==> src/design/self_program_map.svh <==
`ifndef SELF_PROGRAM_MAP_SVH
`define SELF_PROGRAM_MAP_SVH

// Word address width of the whole flash
`define FLASH_ADDR_W      13
// First word address of the halting section (fixed, independent of fuses)
`define HALT_SECT_START   13'h1c00
// Boot section sizes in words per boot size fuse code 2'b11..2'b00
`define BOOT_WORDS_3      13'h0080
`define BOOT_WORDS_2      13'h0100
`define BOOT_WORDS_1      13'h0200
`define BOOT_WORDS_0      13'h0400
// Page erase or write time in ns and its cycle count at 25 MHz
`define PAGE_OP_NS        4000
`define CLK_PERIOD_NS     40
`define PAGE_OP_CYCLES    ((`PAGE_OP_NS + `CLK_PERIOD_NS - 1) / `CLK_PERIOD_NS)
// Lock bit reset values (unprogrammed)
`define LOCK_RESET        2'h3

`endif

==> src/design/self_program_pkg.sv <==
package self_program_pkg;

    typedef enum logic [1:0] {
        OP_NONE,
        OP_ERASE,
        OP_WRITE,
        OP_LOAD
    } prog_op_e;

    typedef struct packed {
        logic        valid;
        prog_op_e    op;
        logic [12:0] fetchPc;
        logic [12:0] target;
    } store_req_s;

    typedef struct packed {
        logic [1:0] appLock;
        logic [1:0] bootLock;
    } lock_set_s;

endpackage

==> src/design/page_op_timer.sv <==
`include "self_program_map.svh"

module page_op_timer #(
    parameter int CYCLES = `PAGE_OP_CYCLES
) (
    input  wire logic mclk,
    input  wire logic sys_rst,
    input  wire logic start,
    output logic      running,
    output logic      done
);
    localparam int CW = $clog2(CYCLES + 1);

    logic [CW-1:0] count;
    logic [CW-1:0] next_count;
    logic          next_done;

    always_comb begin
        next_count = count;
        next_done  = 1'b0;
        if (start && count == '0) begin
            next_count = CW'(CYCLES);
        end else if (count != '0) begin
            next_count = count - CW'(1);
            next_done  = (count == CW'(1));
        end
    end

    always_ff @(posedge mclk) begin
        if (sys_rst) begin
            count <= '0;
            done  <= 1'b0;
        end else begin
            count <= next_count;
            done  <= next_done;
        end
    end

    assign running = (count != '0);

endmodule

==> src/design/self_program_section_control.sv <==
// Summary of operation
// - A store-program erase or write starts only when issued from the boot loader section.
// - From the boot loader section any page of the flash may be targeted, boot pages included.
// - Boot section size follows the boot size fuses; the halting section boundary is fixed.
// - Application pages are guarded by the first lock set, boot pages by the second.
// - The two lock sets are written independently and never disturb each other.
// - Programming a concurrent-read page leaves the CPU running and serving halting-section reads.
// - Programming a halting-section page stalls the CPU for the whole page operation.
// - While the concurrent-read section is programmed no valid code comes from it.
// - The boot loader section always lies inside the halting section.
// - The section busy flag reads one while the concurrent-read section is blocked.
// - The busy flag is set when a concurrent-read page erase or write starts.
// - The busy flag clears on a read re-enable write after completion or when a page load starts.
`include "self_program_map.svh"

module self_program_section_control #(
    parameter int OP_CYCLES = `PAGE_OP_CYCLES
) (
    input  wire logic                        mclk,
    input  wire logic                        sys_rst,
    input  wire self_program_pkg::store_req_s storeReq,
    input  wire logic [1:0]                  boot_size_fuses,
    input  wire logic                        lockWrite,
    input  wire self_program_pkg::lock_set_s lockData,
    input  wire logic                        section_read_reenable,
    input  wire logic [12:0]                 readAddr,
    output logic                             section_busy_flag,
    output logic                             cpuStall,
    output logic                             readBlocked,
    output logic                             progStart,
    output logic                             progRefused,
    output self_program_pkg::lock_set_s      lockState
);
    import self_program_pkg::*;

    // ****************************************************
    // Section decode
    // ****************************************************
    logic [12:0] bootWords;
    logic [12:0] bootStart;
    logic        pcInBoot;
    logic        tgtInBoot;
    logic        tgtInHalt;
    logic        isPageOp;
    logic        allowed;

    always_comb begin
        case (boot_size_fuses)
            2'h3:    bootWords = `BOOT_WORDS_3;
            2'h2:    bootWords = `BOOT_WORDS_2;
            2'h1:    bootWords = `BOOT_WORDS_1;
            default: bootWords = `BOOT_WORDS_0;
        endcase
    end

    // Boot section sits at the top, largest size starting right at the fixed boundary
    assign bootStart = 13'h0000 - bootWords;
    assign pcInBoot  = storeReq.fetchPc >= bootStart;
    assign tgtInBoot = storeReq.target >= bootStart;
    assign tgtInHalt = storeReq.target >= `HALT_SECT_START;
    assign isPageOp  = storeReq.valid && (storeReq.op == OP_ERASE || storeReq.op == OP_WRITE);

    // Lock code 2'b11 or 2'b01 lets store-program write the section
    always_comb begin
        allowed = 1'b0;
        if (isPageOp && pcInBoot) begin
            if (tgtInBoot) begin
                allowed = lockState.bootLock[0];
            end else begin
                allowed = lockState.appLock[0];
            end
        end
    end

    // ****************************************************
    // Page operation timing
    // ****************************************************
    logic opRunning;
    logic opDone;
    logic opStart;

    page_op_timer #(
        .CYCLES (OP_CYCLES)
    ) u_timer (
        .mclk    (mclk),
        .sys_rst (sys_rst),
        .start   (opStart),
        .running (opRunning),
        .done    (opDone)
    );

    // ****************************************************
    // Control state
    // ****************************************************
    typedef enum logic [1:0] {
        ST_IDLE,
        ST_CONC,
        ST_HALT
    } phase_e;

    phase_e    phase;
    phase_e    next_phase;
    logic      next_busy;
    logic      next_stall;
    logic      next_blocked;
    logic      next_start;
    logic      next_refused;
    lock_set_s next_lock;

    // The timer goes idle one cycle before the phase does; gating on the phase
    // keeps a request in that gap from starting a timer that no phase follows
    assign opStart = allowed && !opRunning && phase == ST_IDLE;

    always_comb begin
        next_phase   = phase;
        next_busy    = section_busy_flag;
        next_stall   = cpuStall;
        next_start   = 1'b0;
        next_refused = isPageOp && !opStart;
        next_lock    = lockState;
        if (lockWrite) begin
            // Lock bits only go programmed; each set written alone
            next_lock.appLock  = lockState.appLock & lockData.appLock;
            next_lock.bootLock = lockState.bootLock & lockData.bootLock;
        end
        case (phase)
            ST_IDLE: begin
                if (opStart) begin
                    next_start = 1'b1;
                    if (tgtInHalt) begin
                        next_phase = ST_HALT;
                        next_stall = 1'b1;
                    end else begin
                        next_phase = ST_CONC;
                        next_busy  = 1'b1;
                    end
                end
            end
            ST_CONC: begin
                if (opDone) begin
                    next_phase = ST_IDLE;
                end
            end
            ST_HALT: begin
                if (opDone) begin
                    // Stall drops once; the core holds its next pc meanwhile
                    next_phase = ST_IDLE;
                    next_stall = 1'b0;
                end
            end
            default: next_phase = ST_IDLE;
        endcase
        // Clearing waits for completion, so a request mid-operation is ignored
        if (phase == ST_IDLE && !opStart) begin
            if (section_read_reenable) begin
                next_busy = 1'b0;
            end
            if (storeReq.valid && storeReq.op == OP_LOAD) begin
                next_busy = 1'b0;
            end
        end
        next_blocked = next_busy && (readAddr < `HALT_SECT_START);
    end

    always_ff @(posedge mclk) begin
        if (sys_rst) begin
            phase             <= ST_IDLE;
            section_busy_flag <= 1'b0;
            cpuStall          <= 1'b0;
            readBlocked       <= 1'b0;
            progStart         <= 1'b0;
            progRefused       <= 1'b0;
            lockState         <= '{appLock: `LOCK_RESET, bootLock: `LOCK_RESET};
        end else begin
            phase             <= next_phase;
            section_busy_flag <= next_busy;
            cpuStall          <= next_stall;
            readBlocked       <= next_blocked;
            progStart         <= next_start;
            progRefused       <= next_refused;
            lockState         <= next_lock;
        end
    end

    // ****************************************************
    // Stall length watch
    // ****************************************************
    // A counter rather than a long repetition keeps the stall bound cheap to check
    localparam int SCW = $clog2(OP_CYCLES + 3);

    logic [SCW-1:0] stallCount;
    logic [SCW-1:0] next_stallCount;

    always_comb begin
        next_stallCount = '0;
        if (cpuStall) begin
            next_stallCount = stallCount;
            if (stallCount != '1) begin
                next_stallCount = stallCount + SCW'(1);
            end
        end
    end

    always_ff @(posedge mclk) begin
        if (sys_rst) begin
            stallCount <= '0;
        end else begin
            stallCount <= next_stallCount;
        end
    end

    // ****************************************************
    // Assertions
    // ****************************************************
    a_app_no_start: assert property (@(posedge mclk) disable iff (sys_rst)
        isPageOp && !pcInBoot |=> !progStart)
        else $error("page op from application section started");
    a_boot_starts: assert property (@(posedge mclk) disable iff (sys_rst)
        isPageOp && pcInBoot && !opRunning && lockState == 4'hf && phase == ST_IDLE |=> progStart)
        else $error("allowed boot page op did not start");
    a_boot_in_halt: assert property (@(posedge mclk) disable iff (sys_rst)
        bootStart >= `HALT_SECT_START)
        else $error("boot section outside halting section");
    a_conc_no_stall: assert property (@(posedge mclk) disable iff (sys_rst)
        progStart && phase == ST_CONC |-> !cpuStall)
        else $error("cpu stalled for concurrent section op");
    a_halt_stall: assert property (@(posedge mclk) disable iff (sys_rst)
        phase == ST_HALT |-> cpuStall)
        else $error("stall dropped during halting op");
    a_busy_set: assert property (@(posedge mclk) disable iff (sys_rst)
        $rose(phase == ST_CONC) |-> section_busy_flag)
        else $error("busy flag not set on concurrent op");
    a_busy_blocks: assert property (@(posedge mclk) disable iff (sys_rst)
        phase == ST_CONC |-> section_busy_flag)
        else $error("busy flag low while section blocked");
    a_load_clears: assert property (@(posedge mclk) disable iff (sys_rst)
        phase == ST_IDLE && !opStart && storeReq.valid && storeReq.op == OP_LOAD |=> !section_busy_flag)
        else $error("page load did not clear busy");
    a_lock_indep: assert property (@(posedge mclk) disable iff (sys_rst)
        lockWrite && lockData.bootLock == 2'h3 |=> lockState.bootLock == $past(lockState.bootLock))
        else $error("boot lock changed by app lock write");
    a_stall_release: assert property (@(posedge mclk) disable iff (sys_rst)
        phase == ST_HALT && opDone |=> !cpuStall)
        else $error("stall not released");


    // Stall, read gating and busy flag
    // Stall spans the page operation plus the cycle that registers its end
    a_stall_length: assert property (@(posedge mclk) disable iff (sys_rst)
        $fell(cpuStall) |-> stallCount == SCW'(OP_CYCLES + 1))
        else $error("halting stall length wrong");
    a_idle_no_stall: assert property (@(posedge mclk) disable iff (sys_rst)
        phase == ST_IDLE |-> !cpuStall)
        else $error("stall held while idle");
    a_conc_running: assert property (@(posedge mclk) disable iff (sys_rst)
        phase == ST_CONC |-> !cpuStall)
        else $error("cpu stalled during concurrent op");
    a_blocked_busy: assert property (@(posedge mclk) disable iff (sys_rst)
        readBlocked |-> section_busy_flag)
        else $error("read blocked without busy flag");
    a_blocked_addr: assert property (@(posedge mclk) disable iff (sys_rst)
        readBlocked |-> $past(readAddr) < `HALT_SECT_START)
        else $error("halting section read blocked");
    a_conc_blocked: assert property (@(posedge mclk) disable iff (sys_rst)
        section_busy_flag && $past(readAddr) < `HALT_SECT_START |-> readBlocked)
        else $error("busy section read not blocked");
    a_busy_hold: assert property (@(posedge mclk) disable iff (sys_rst)
        phase != ST_IDLE && section_busy_flag |=> section_busy_flag)
        else $error("busy flag cleared during op");
    a_reenable_clears: assert property (@(posedge mclk) disable iff (sys_rst)
        phase == ST_IDLE && !opStart && section_read_reenable |=> !section_busy_flag)
        else $error("read re-enable did not clear busy");

    // Refusal, locks and start
    a_refuse_app: assert property (@(posedge mclk) disable iff (sys_rst)
        isPageOp && !pcInBoot |=> progRefused)
        else $error("application page op not refused");
    a_refuse_busy: assert property (@(posedge mclk) disable iff (sys_rst)
        isPageOp && phase != ST_IDLE |=> progRefused && !progStart)
        else $error("page op accepted while another runs");
    a_start_pulse: assert property (@(posedge mclk) disable iff (sys_rst)
        progStart |=> !progStart)
        else $error("start pulse repeated");
    a_boot_target: assert property (@(posedge mclk) disable iff (sys_rst)
        isPageOp && pcInBoot && tgtInBoot && lockState.bootLock[0] && phase == ST_IDLE && !opRunning |=> progStart)
        else $error("boot page op refused");
    a_halt_target: assert property (@(posedge mclk) disable iff (sys_rst)
        progStart && $past(storeReq.target) >= `HALT_SECT_START |-> cpuStall)
        else $error("halting page op without stall");
    a_conc_target: assert property (@(posedge mclk) disable iff (sys_rst)
        progStart && $past(storeReq.target) < `HALT_SECT_START |-> section_busy_flag && !cpuStall)
        else $error("concurrent page op handled wrongly");
    a_app_lock_keep: assert property (@(posedge mclk) disable iff (sys_rst)
        lockWrite && lockData.appLock == 2'h3 |=> lockState.appLock == $past(lockState.appLock))
        else $error("app lock changed by boot lock write");
    a_lock_mono: assert property (@(posedge mclk) disable iff (sys_rst)
        1'b1 |=> (lockState & $past(lockState)) == lockState)
        else $error("lock bit returned to unprogrammed");

    c_conc_op: cover property (@(posedge mclk) disable iff (sys_rst) progStart && !cpuStall);
    c_halt_op: cover property (@(posedge mclk) disable iff (sys_rst) progStart && cpuStall);
    c_refused: cover property (@(posedge mclk) disable iff (sys_rst) progRefused);
    c_reenable: cover property (@(posedge mclk) disable iff (sys_rst) $fell(section_busy_flag));
    c_load_clear: cover property (@(posedge mclk) disable iff (sys_rst) storeReq.valid && storeReq.op == OP_LOAD && section_busy_flag);

endmodule

==> config.mk <==
export PLATFORM = sky130hd
export DESIGN_NAME = self_program_section_control
export DESIGN_NICKNAME = d
export VERILOG_FILES = /design/src/design/self_program_pkg.sv /design/src/design/page_op_timer.sv /design/src/design/self_program_section_control.sv
export VERILOG_INCLUDE_DIRS = /design/src /design/src/design
export SDC_FILE = /design/constraint.sdc
export NUM_CORES = 1
export LEC_CHECK = 0
export ABC_AREA = 1
export BUFFER_PORTS_ARGS = -buffer_cell sky130_fd_sc_hd__buf_2
export CORE_MARGIN = 1.5
export CORE_UTILIZATION = 32
export CTS_BUF_LIST = sky130_fd_sc_hd__clkbuf_2
export CTS_CLUSTER_DIAMETER = 200
export DETAILED_ROUTE_END_ITERATION = 8
export HOLD_SLACK_MARGIN = 0.02
export PLACE_DENSITY_LB_ADDON = 0.2
export SETUP_SLACK_MARGIN = 0.3
export SYNTH_ARGS = -nofsm -noshare
export SYNTH_HDL_FRONTEND = slang
export SYNTH_SLANG_ARGS = --single-unit
export TNS_END_PERCENT = 50
==> constraint.sdc <==
create_clock -name mclk -period 1.8 [get_ports mclk]
set_input_delay 0 -clock mclk [delete_from_list [all_inputs] [get_ports mclk]]
set_output_delay 0 -clock mclk [all_outputs]
set_load 0.01 [all_outputs]
Yosys cells after proc, flatten, opt, wreduce, memory -nomap -nowiden
Cells that the tools add are included.
- register bits after elaboration: 19
- latch bits: 0
- memory bits (writable): 0
- bits in read-only memories: 0
- input port bits: 52
- output and inout bits: 9
- logic and storage cells: 77
- memories kept: 0
- add/sub/neg operators: 2
- $mul: 0
- divide/modulo/power cells: 0
- order comparisons: 4
- equal/unequal tests: 13
- shift operators: 0
- muxes and demuxes: 20
- bitwise gates (word level): 4
- reduce and logical (&&, ||, !) cells: 23
- operators with widths (kind ; number):
    11-bit case mux with 3 select lines ; 1
    13-bit >= comparator ; 2
    7-bit two-way mux ; 2
    13-bit >= comparator (second input constant) ; 1
    13-bit < comparator (second input constant) ; 1
    1-bit by 13-bit subtractor with 13-bit output (first input constant) ; 1
    1-bit two-way mux ; 12
    2-bit equality test (second input constant) ; 5
    1-bit logical AND ; 9
    7-bit by 1-bit equality test with 1-bit output (second input constant) ; 1
    7-bit logical NOT ; 1
    7-bit nonzero test ; 1
    7-bit by 1-bit subtractor with 7-bit output (second input constant) ; 1
    2-bit by 1-bit equality test with 1-bit output (second input constant) ; 3
    2-bit two-way mux ; 3
    2-bit OR reduction ; 3
    2-bit bitwise AND ; 2
    2-bit by 1-bit inequality test with 1-bit output (second input constant) ; 2
    2-bit inequality test (second input constant) ; 2
    2-bit case mux with 2 select lines ; 1
    4-bit AND reduction ; 1
    2-bit nonzero test ; 2
    3-bit OR reduction ; 1
    1-bit logical NOT ; 2
    5 further kinds ; 6

Depth between registers and ports, before layout
Gate-level depths: netlist (run 1).
- depth in word-level cells: 14
- depth in mapped cells: 15
- mapped depth without buffers: 15

Modules after synthesis
Synthesis (run 1) repeated with hierarchy kept, for this count alone.
- cells, all modules: 198
- area total of the unflattened synthesis: 1355.0 um^2
- by module, submodules not included (module ; instances ; cells each ; area an instance (um^2) ; seq. area each (um^2)):
    self_program_section_control ; 1 ; 137 ; 885.8 ; 220.2
    page_op_timer ; 1 ; 61 ; 469.2 ; 160.2

Worst setup path after synthesis (run 1)
Ideal clock, no wire load.
- kind: reg-to-reg
- from: register u_timer.count[0]
- to: register phase[1]
- library setup time: 0.116 ns
- arrival: 1.425 ns
- data required time: 1.684 ns
- path slack: 0.259 ns
- stages on the path, launching flop included: 11
- path buffers: 0
- period minus slack after synthesis: 1.541 ns
- cell sequence: dfxtp_1 > inv_1 > ha_1 > nand4_4 > or2_1 > nor2_4 > nand2_2 > nand2_4 > nand2_1 > nand2_1 > a21oi_1
- word-level cells in the longest chain between the ends: 6
- RTL lines (element ; RTL line ; source):
    start: declaration ; page_op_timer.sv:14 ; logic [CW-1:0] count;
    start signal: assignment ; page_op_timer.sv:34 ; count <= next_count;
    7-bit nonzero test ; page_op_timer.sv:39 ; assign running = (count != '0);
    1-bit logical NOT ; self_program_section_control.sv:112 ; assign opStart = allowed && !opRunning && phase == ST_IDLE;
    1-bit logical AND (2 in series) ; self_program_section_control.sv:112 ;
    2-bit inequality test (no source line) ; -- ;
    2-bit AND reduction (no source line) ; -- ;
    end signal: assignment ; self_program_section_control.sv:175 ; phase <= next_phase;
    end: declaration ; self_program_section_control.sv:101 ; phase_e phase;
Every way passes these cells.
A chain may end at the register's enable or synchronous reset.

Worst setup path after layout (run 1)
Ends and elaborated chain as after synthesis.

==> results of run 1 <==
## power breakdown
| part | leakage [nW] | internal, mW | total [mW] | switching [mW] |
|---|---|---|---|---|
| sequential | 0.157 | 0.530 | 0.632 | 0.101 |
| combinational | 0.731 | 0.465 | 0.933 | 0.468 |
| clock | 0.0166 | 0.0589 | 0.190 | 0.132 |
## kinds of logic (layout without fill, tap and decap cells)
group | Yosys count | count (layout)
simple gates | 89 | 89
buf+inv | 21 | 92
compound gates | 19 | 19
flops | 19 | 19
fa+ha+maj | 14 | 14
xor+xnor | 4 | 4
other cells | 1 | 2
mux | 1 | 1
## cells in the mapped netlist
library cell / number
nor2_2: 2
dfxtp_1: 19
inv_1: 20
clkinv_1: 1
or2_2: 2
a21oi_1: 9
nor3b_1: 1
and3_1: 1
nand3_1: 10
nor2_1: 22
nand2_4: 1
nand4_4: 1
xnor2_1: 1
nor2_4: 2
nand3b_1: 1
o21bai_2: 1
ha_1: 14
or2_1: 1
xor2_1: 3
nand4_1: 3
nand2_2: 2
conb_1: 1
nor3_1: 3
o21ai_0: 6
o21ai_1: 3
nand2_1: 37
mux2_2: 1
## layout make-up
| class | instances | area, um^2 | share of cell area [%] |
|---|---|---|---|
| tap | 48 | 60.1 | 3.41 |
| inverter | 21 | 83.8 | 4.76 |
| multi-input combinational | 129 | 805 | 45.7 |
| clock buffer | 4 | 20.0 | 1.14 |
| sequential | 19 | 385 | 21.9 |
| timing repair buffer | 67 | 408 | 23.2 |
## through the flow
| step | setup WS (ns) | cells |
|---|---|---|
| 3_5_place_dp | 0.207 | 267 |
| 4_1_cts | 0.305 | 284 |
| 2_1_floorplan | 0.323 | 169 |
| 6_report | 0.311 | 288 |
| 3_3_place_gp | 0.214 | 267 |
| 5_1_grt | 0.231 | 288 |
## how the worst max path moves through the flow
stage                           startpoint        to  slack [ns]  cells past startpoint
final                     u_timer.count[0]  phase[1]        0.31                     10
after global routing      u_timer.count[0]  phase[1]        0.23                     10
after CTS                 u_timer.count[1]  phase[0]        0.30                      9
after detailed placement  u_timer.count[0]  phase[0]        0.21                     10
after global placement    u_timer.count[0]  phase[1]        0.21                     10
after floorplan           u_timer.count[0]  phase[1]        0.32                     10
## per-layer routing
layer	share of wire, %	vias to the layer above	GRT usage (%)
met5	0	-	0
met1	45	536	15.3
li1	-	690	-
met2	48	31	23.7
met3	5.6	4	3.65
met4	1.1	0	3.72
## timing repair
action                                  4_1_cts  5_1_grt
resized for setup                            10        4
pin swaps                                     4        4
hold endpoints to repair                      9        0
gates cloned                                  0        0
hold buffers                                 12        0
endpoints found under the setup margin        9        9
setup buffers                                 1        4
## registers in the layout, summed over array words and instances (netlist names)
register           cells
readBlocked            1
progStart              1
u_timer.count          7
phase                  2
cpuStall               1
u_timer.done           1
section_busy_flag      1
lockState              4
progRefused            1
## worst max-delay path: cells and delay by family (launching register included)
kind,cells,cell delay [ns]
compound gates,1,0.05
flops,1,0.37
fa+ha+maj,1,0.13
buf+inv,1,0.07
simple gates,7,0.79
==> metrics.md, run 1 <==
| Metric | Value |
|---|---|
| Status | finished, final reports clean |
| Post-Syn Area | between 1000 and 1500 um^2 |
| Setup violators final | 0 |
| Critical Path Fanout Max | 5 |
| Syn-to-layout area delta | 45.5% |
| Setup_tns | 0 ns |
| Worst endpoint data arrival time | 1.72 ns |
| Startpoint types | flop |
| Root Driver | clkbuf_2 |
| CTS tree | built |
| CP max stage cell | dfxtp_2 |
| Die area | 4160 um^2 |
| Endpoint class of the critical path | flop |
| Final hold vios | 0 |
| Initial Util | around 33% |
| DR pass1 iterations | 4 |
| WHS | ~0.052 ns |
| Crit path time final | approximately 1.5 ns |
| Syn_area_per_cell | between 7 and 8 um^2 |
| Via/cell ratio | roughly 4.4 |
| Drt total wl | between 2000 and 3000 um |
| Layout cells sized above 1 | about a third |
| Hold Path Cell Cnt | 4 |
| Total gr overflow | 0 |
| Clock transition at path regs | around 0.18 ns |
| Cell mode on critical path | nand2_4 |
| Antenna cells | 0 |
| Main combinational cell family by area after synthesis | simple AND/OR/NAND/NOR gates |
| XOR/XNOR Fraction of Synth Area | 2.89% |
| R2R Path End | phase[1] |
| Synth area leader | dfxtp_1 |
| Netlist cell types | 27 |
| Final slew viol count | 0 |
| Synth Instances | approximately 170 |
| RSZ-0062 raised after global routing | yes |
| Mean routed wirelength per cell | slightly above 9 um |
| Worst Skew | around 0.0035 ns |
| Synth top area cells | dfxtp_1 (31%), ha_1 (14%), nand2_1 (11%) |
| Die height | roughly 65 um |
| Max incr delay on CP | 0.37 ns |
| Fin area | 1760 um^2 |
| F_max | about 670 MHz |
| Leak | 0.905 nW |
| Num ports | 61 |
| Num CTS Buffers | 3 |
| Critical path type | reg -> reg |
| Clk Latency, worst-skew pair | between 0.3 and 0.4 ns |
| First-pass GRT wire length | between 4000 and 5000 um |
| Post-synthesis mux area share | less than 1% |
| Tot Pwr | 1.76 mW |
| Routability Congestion | about 0.75 |
| Synth Area in Compound Gates | under 10% |
| VDD IR-drop max | about 0.62 mV |
| CTS sink count | 19 |
| Layout fillers | roughly 390 |
| Vias | ~1,300 |
| Core Rows | 22 |
| Synth Area in Adders | 14.5% |
| Area post-placement | around 1500 um^2 |
| Initial antenna violation count | 0 |
| Number of global-route vias before repair | between 1,000 and 1,500 |
| Nets | ~310 |
| Hpwl dp | between 2000 and 2500 um |
| Util after Layout | around half |
| Total of warnings raised by yosys | 0 |
| HP Start | storeReq[27] |
| CP required | between 2 and 2.5 ns |
| Initial drt markers | 35 |
| Top cell type's share of synthesized area | a little under a third |
| Post-synthesis register bit count | 19 |
| Total core area | roughly 3700 um^2 |
| R2R Setup Slk | between 0.3 and 0.4 ns |
| Hold endpoint | progRefused |
| # DRC | 0 |
| Commonest non-fill, non-tap cell in the layout | buf_2 |
| IO Port Bufs | 50 |
| Most frequent cells in the layout | buf_2 (50), nand2_1 (36), nor2_1 (22) |
| Die X | 64.5 um |
| Largest net degree at the start of global routing | 11 |
| GRT Total Usage | 13.2% |
| Critical path, cell by cell | inv_4 -> ha_4 -> nand4_4 -> or2_4 -> nor2_4 -> nand2_4 -> nand2_4 -> nand2_2 -> nand2_1 -> a21oi_2 |
| Sequential fraction of the synthesis area | approximately a third |
| Power Density | ~1000 nW/um^2 |
| Routed Antenna Nets | 0 |
| Post-Synth Simple-Gate Area | 35.1% |
| Reg-to-reg startpoint | u_timer.count[0] |
| Max clock buf depth | 2 |
| H-tree Lvls | 1 |
| Reg2reg path depth | 10 |
| Worst Hold Class | in -> reg |
| Final period util | around 83% |
| Max cap viols | 0 |
Power figures use the tool's default switching activity.
==> run 2: changes to the inputs <==
ABC_AREA = 0   (was 1)
clock period = 1.5 ns   (was 1.8 ns; I/O delays follow)
==> run 2 against run 1 <==
  * The run now ends with negative setup slack left
  * Utilization is 5.5 points higher
  * Largest power group unchanged
  * First-iteration DRC count down 51%
  * Sequential share of layout area decreased by 2.2 points
  * Hold slack better by 0.027 ns
  * Wire length increased by 23%
  * Via count is 3.2% higher
  * Critical endpoint is now progRefused
  * Combinational power rose by 56%
  * Cell area increased by 11%
  * Register-to-register slack lost 0.51 ns
  * Die area increased by 0.59%
==> metrics.md, run 2 <==
| Metric | Value |
|---|---|
| Routed Antenna Nets | 0 (unchanged) |
| Routability Congestion | 0.819 (+9.5%) |
| Initial drt markers | 17 (-51%) |
| Sequential fraction of the synthesis area | 31.2% (-0.19 points) |
| Post-synthesis register bit count | 19 (unchanged) |
| GRT Total Usage | 16.7% (+3.5 points) |
| Top cell type's share of synthesized area | 31.2% (-0.19 points) |
| Worst Skew | 0.0140 ns (+0.0105 ns) |
| Initial Util | 33.3% (+0.21 points) |
| Endpoint class of the critical path | flop |
| Max clock buf depth | 2 (unchanged) |
| Max cap viols | 0 (unchanged) |
| Total gr overflow | 0 (unchanged) |
| Leak | 0.911 nW (+0.60%) |
| Fin area | 1960 um^2 (+11%) |
| CP required | 1.75 ns (-0.28 ns) |
| Synth top area cells | dfxtp_1 (31%), ha_1 (14%), a21oi_1 (4.5%) |
| Synth area leader | dfxtp_1 |
| Critical path type | reg -> reg |
| Total of warnings raised by yosys | 0 (unchanged) |
| Startpoint types | flop |
| Status | finished, violations left |
| Most frequent cells in the layout | buf_2 (50), buf_4 (22), dfxtp_1 (15) |
| Synth Instances | 132 (-21%) |
| Die X | 64.7 um (+0.29%) |
| F_max | 588 MHz (-13%) |
| H-tree Lvls | 1 (unchanged) |
| Num CTS Buffers | 3 (unchanged) |
| Critical path origin | u_timer.count[3] |
| IO Port Bufs | 50 (unchanged) |
| Hold Path Cell Cnt | 2 (-2) |
| Commonest non-fill, non-tap cell in the layout | buf_2 |
| Failing checks | negative setup slack |
| Largest Register | u_timer.count |
| Worst Hold Class | in -> reg |
| Initial antenna violation count | 0 (unchanged) |
| Post-synth ARST share | 0% (unchanged) |
| WHS | 0.0793 ns (+0.0270 ns) |
| Crit path time final | 1.70 ns (+0.213 ns) |
| Die height | 64.7 um (+0.29%) |
| Hold endpoint | progStart |
| DR pass1 iterations | 4 (unchanged) |
| CTS sink count | 19 (unchanged) |
| R2R Path End | progRefused |
| Final slew viol count | 0 (unchanged) |
| Most frequent cells after synthesis | dfxtp_1 (19), ha_1 (14), a21oi_1 (11), nand2_1 (10) |
| # DRC | 0 (unchanged) |
| Netlist cell types | 47 (+74%) |
| Root Driver | clkbuf_2 |
| Antenna cells | 0 (unchanged) |
| R2R Setup Slk | -0.20 ns (-0.51 ns) |
| Syn_area_per_cell | 9.23 um^2 (+28%) |
| Util after Layout | 53.6% (+5.5 points) |
| Mean routed wirelength per cell | 12.4 um (+33%) |
| Reg-to-reg startpoint | u_timer.count[3] |
| Largest register FFs | 7 (unchanged) |
| Clock transition at path regs | 0.20 ns (+0.02 ns) |
| Die area | 4190 um^2 (+0.59%) |
| Nets | 286 (-6.8%) |
| Top FF cell, synth | dfxtp_1 |
| CTS tree | built |
| Area post-placement | 1720 um^2 (+12%) |
| Tot Pwr | 2.38 mW (+36%) |
| Setup violators final | 12 (+12) |
| Final period util | 113% (+31 points) |
| Post-Syn Area | 1220 um^2 (+0.62%) |
| Reg2reg path depth | 7 (-3) |
| Layout cells sized above 1 | 53.9% (+19 points) |
| Drt total wl | 3320 um (+23%) |
| Hpwl dp | 2520 um (+23%) |
| Post-synth EDFFs | 0 (unchanged) |
| Power Density | 1210 nW/um^2 (+22%) |
| Count leader, synth | dfxtp_1 |
| Worst endpoint data arrival time | 1.95 ns (+0.23 ns) |
| Dpl cells | 249 (-6.7%) |
| Num ports | 61 (unchanged) |
| Number of global-route vias before repair | 1,384 (+25%) |
| Cell Count, Final, Fillers Out | 267 (-7.3%) |
| Clk Latency, worst-skew pair | 0.32 ns (about the same) |
| Vias | 1,301 (+3.2%) |
| Via/cell ratio | 4.87 (+11%) |
| Final hold vios | 0 (unchanged) |
| Critical Path Fanout Max | 7 (+2) |
| Largest net degree at the start of global routing | 22 (+11) |
| HP Start | sys_rst |
| First-pass GRT wire length | 5580 um (+28%) |
| Total core area | 3660 um^2 (unchanged) |
| Core Rows | 22 (unchanged) |
| VDD IR-drop max | 0.781 mV (+26%) |
| RSZ-0062 raised after global routing | yes |
| Syn-to-layout area delta | 61.1% |
| Final worst setup slack | -0.202 ns (-0.513 ns) |
| Largest regs | u_timer.count (7), lockState (4), phase (2) |
run 2: cell count changes after synthesis, moves of 3 or more:
cell      previous run  this run
nand2_1             37        10
nor2_1              22         6
inv_1               20         5
a21o_1               0         5
o21ai_0              6         1
nand2b_1             0         4
nand3_1             10         6
o21ai_1              3         0
run 2: power breakdown:
group	internal [mW]	switching, mW
logic	0.855	0.608
registers	0.614	0.0740
clock network	0.0604	0.171
total	1.53	0.853
run 2: how the worst max path moves through the flow:
| stage | end | slack (ns) | cells after the start |
|---|---|---|---|
| finish | progRefused | -0.20 | 7 |
| global route | progRefused | -0.29 | 7 |
| CTS | phase[1] | -0.21 | 6 |
| detailed placement | progRefused | -0.56 | 10 |
| global placement | progRefused | -0.53 | 10 |
| floorplan | phase[1] | -0.42 | 8 |
run 2: cell type report:
type,instances,area (um^2)
clock buffers,3,15.0
repair buffers,86,563
fillers,340,1700
inverters,5,18.8
multi-input cells,105,916
clock inverters,1,5.00
flip-flops and latches,19,385
well taps,48,60.1
run 2: per-stage QoR:
| step | TNS, ns | worst slack, ns |
|---|---|---|
| final | -1.89 | -0.202 |
| after global routing | -2.98 | -0.287 |
| after CTS | -1.98 | -0.209 |
| after detailed placement | -5.91 | -0.561 |
| after global placement | -5.62 | -0.529 |
| after floorplan | -3.07 | -0.423 |
run 2: critical path: stages (launching register included):
cell and delay (ns):
dfxtp_2 0.38, nor4_4 0.28, and3b_2 0.24, nand3_2 0.10
a211oi_4 0.21, buf_6 0.17, nand2_4 0.07, and4b_1 0.17
run 2: repair_timing:
action	in CTS	in global routing
pin swaps	0	5
setup buffers	1	5
hold buffers	8	0
gates resized for setup	10	16
endpoints found under the hold margin	6	0
setup endpoints to repair	14	15
run 2: logic make-up after synthesis:
| logic type | synth area share [%] |
|---|---|
| compound gates | 15.7 |
| xor+xnor | 3.59 |
| fa+ha+maj | 14.4 |
| buf+inv | 4.31 |
| flops | 31.2 |
| mux | 2.05 |
| other cells | 0.308 |
| simple gates | 28.4 |
run 2: per-layer routing:
layer	wire, um	part of all wire (%)	track usage [%]	vias up
li1	-	-	-	655
met1	1290	39	17.6	605
met2	1820	55	32.3	33
met3	144	4.3	4.51	8
met4	55	1.7	3.72	0
met5	0	0	0	-
==> run 3: changes to the inputs <==
GPL_TIMING_DRIVEN = 0   (was unset)
RECOVER_POWER = 100   (was unset)
==> run 3 against run 2 <==
  * The flow still finishes with violations (negative setup slack)
  * Register-to-register slack worse by 0.16 ns
  * Via count fell by 6.1%
  * Final cell count down 4.9%
  * Utilization fell by 3.3 points
  * Non-clock buffer count is 13 lower
  * Combinational power decreased by 25%
  * First-iteration DRC count unchanged
  * Cell area decreased by 6.2%
  * Clock skew decreased by 0.011 ns
  * Critical path type unchanged
==> metrics.md, run 3 (same netlist as run 2, synthesis figures left out) <==
| Metric | Value |
|---|---|
| Num ports | 61 (unchanged) |
| RSZ-0062 raised after global routing | yes |
| Max incr delay on CP | 0.39 ns (about the same) |
| R2R Setup Slk | -0.36 ns (-0.16 ns) |
| Status | finished, violations left |
| Cell Count, Final, Fillers Out | 254 (-4.9%) |
| Failing checks | negative setup slack |
| Hold endpoint | progRefused |
| Largest net degree at the start of global routing | 11 (-50%) |
| Die area | 4190 um^2 (unchanged) |
| Via/cell ratio | 4.81 (-1.3%) |
| Initial antenna violation count | 0 (unchanged) |
| Critical path, cell by cell | nor4_4 -> and3b_1 -> buf_6 -> nand3_4 -> a211oi_4 -> buf_6 -> buf_4 -> buf_6 -> a211o_4 -> nand3_2 |
| Largest register FFs | 7 (unchanged) |
| GRT Total Usage | 16.3% (-0.33 points) |
| VDD IR-drop max | 0.761 mV (-2.6%) |
| CP required | 1.72 ns (-0.03 ns) |
| Root Driver | clkbuf_2 |
| Layout fillers | 356 (+4.7%) |
| Commonest non-fill, non-tap cell in the layout | buf_2 |
| Critical Path Fanout Max | 5 (-2) |
| Total gr overflow | 0 (unchanged) |
| Reg2reg path depth | 10 (+3) |
| Initial Util | 33.3% (unchanged) |
| Leak | 0.810 nW (-11%) |
| Cell mode on critical path | buf_6 |
| Startpoint types | flop |
| Routed Antenna Nets | 0 (unchanged) |
| Largest Register | u_timer.count |
| First-pass GRT wire length | 5330 um (-4.5%) |
| Crit path time final | 1.86 ns (+0.163 ns) |
| Setup violators final | 12 (unchanged) |
| Initial drt markers | 17 (unchanged) |
| Mean routed wirelength per cell | 12.7 um (+2.5%) |
| HP Start | storeReq[28] |
| Pre-CTS WS | -0.723 ns (-0.162 ns) |
| Util after Layout | 50.3% (-3.3 points) |
| Final slew viol count | 0 (unchanged) |
| CTS sink count | 19 (unchanged) |
| Worst Skew | 0.00310 ns (-0.0109 ns) |
| Nets | 273 (-4.5%) |
| Final period util | 124% (+11 points) |
| R2R Path End | cpuStall |
| Total core area | 3660 um^2 (unchanged) |
| Critical path type | reg -> reg |
| Die height | 64.7 um (unchanged) |
| Tot Pwr | 2.04 mW (-14%) |
| Drt total wl | 3230 um (-2.5%) |
| Endpoint class of the critical path | flop |
| Hpwl dp | 2360 um (-6.4%) |
| Power Density | 1110 nW/um^2 (-8.5%) |
| Area of the multi-input gates | 910 um^2 (-0.68%) |
| Num CTS Buffers | 3 (unchanged) |
| Worst Hold Class | in -> reg |
| Routability Congestion | 0.786 (-4.0%) |
| Hold Path Cell Cnt | 2 (unchanged) |
| Max cap viols | 0 (unchanged) |
| Max clock buf depth | 2 (unchanged) |
| Die X | 64.7 um (unchanged) |
| F_max | 536 MHz (-8.7%) |
| Worst endpoint data arrival time | 2.08 ns (+0.13 ns) |
| Vias | 1,221 (-6.1%) |
| Number of global-route vias before repair | 1,268 (-8.4%) |
| IO Port Bufs | 50 (unchanged) |
| Clk Latency, worst-skew pair | 0.30 ns (-0.02 ns) |
| Dpl cells | 231 (-7.2%) |
| FF+latch area | 390 um^2 (+1.3%) |
| Antenna cells | 0 (unchanged) |
| Syn-to-layout area delta | 51.0% |
| H-tree Lvls | 1 (unchanged) |
| CP max stage cell | dfxtp_4 |
| Reg-to-reg startpoint | u_timer.count[2] |
| Final worst setup slack | -0.365 ns (-0.163 ns) |
| DR pass1 iterations | 4 (unchanged) |
| CTS tree | built |
| Core Rows | 22 (unchanged) |
| Largest regs | u_timer.count (7), lockState (4), phase (2) |
| Final hold vios | 0 (unchanged) |
| Most frequent cells in the layout | buf_2 (40), dfxtp_1 (15), clkbuf_1 (11) |
| Layout cells sized above 1 | 43.7% (-10 points) |
| Clock transition at path regs | 0.18 ns (-0.02 ns) |
| # DRC | 0 (unchanged) |
## run 3: changes by cell type in the layout (fill, tap and decap cells not counted), moves of 2 or more
cell / previous run / this run
nor2_2: 2 / 0
dfxtp_4: 0 / 2
buf_6: 6 / 4
clkbuf_1: 0 / 11
dfxtp_2: 4 / 2
nor2_1: 3 / 5
buf_4: 22 / 10
buf_2: 50 / 40
## run 3: worst max-delay path: cells and delay by family (launching register included)
family	cells	cell delay, ns
AND/OR/NAND/NOR	4	0.64
AO/OA/AOI/OAI	2	0.27
flip-flops	1	0.39
buffers and inverters	4	0.46
## run 3: worst max path at each step
stage	from	to	slack, ns
floorplan	boot_size_fuses[0]	phase[1]	-0.42
global placement	boot_size_fuses[1]	progRefused	-0.71
detailed placement	boot_size_fuses[1]	phase[1]	-0.72
CTS	u_timer.count[5]	phase[1]	-0.40
global route	u_timer.count[2]	phase[1]	-0.42
finish	u_timer.count[2]	cpuStall	-0.36
## run 3: power breakdown
group          internal, mW  leakage [nW]  switching (mW)  total [mW]
Clock                0.0707        0.0166           0.155       0.226
Combinational         0.590         0.636           0.510        1.10
Sequential            0.621         0.158          0.0973       0.718
Total                  1.28         0.810           0.762        2.04
## run 3: final cells by class
type | instances | area share, %
Tap cell | 48 | 3.26
Buffer | 4 | 1.84
Clock buffer | 4 | 1.09
Timing Repair Buffer | 69 | 22.2
Multi-Input combinational cell | 105 | 49.4
Inverter | 5 | 1.02
Sequential cell | 19 | 21.2
## run 3: per-layer routing
metal  up-vias  part of all wire (%)  GRT usage [%]
met4         0                  0.96           4.26
met3         4                   3.8           4.17
li1        627                     -              -
met1       561                    43           17.9
met5         -                     0              0
met2        29                    52           30.9
## run 3: what timing repair did
item,in CTS,in global routing
endpoints found under the setup margin,14,14
pin swaps,3,5
hold buffers,8,0
setup buffers,8,3
resized for setup,11,10
endpoints found under the hold margin,14,0
## run 3: stage by stage
stage	hold WS (ns)	TNS [ns]	instance area, um^2
final	0.0432	-3.24	1840
after global routing	0.0255	-3.88	1840
after CTS	0.0218	-3.02	1780
after detailed placement	0.293	-7.04	1590
after global placement	0.283	-6.82	1590
after floorplan	0.171	-3.07	1280
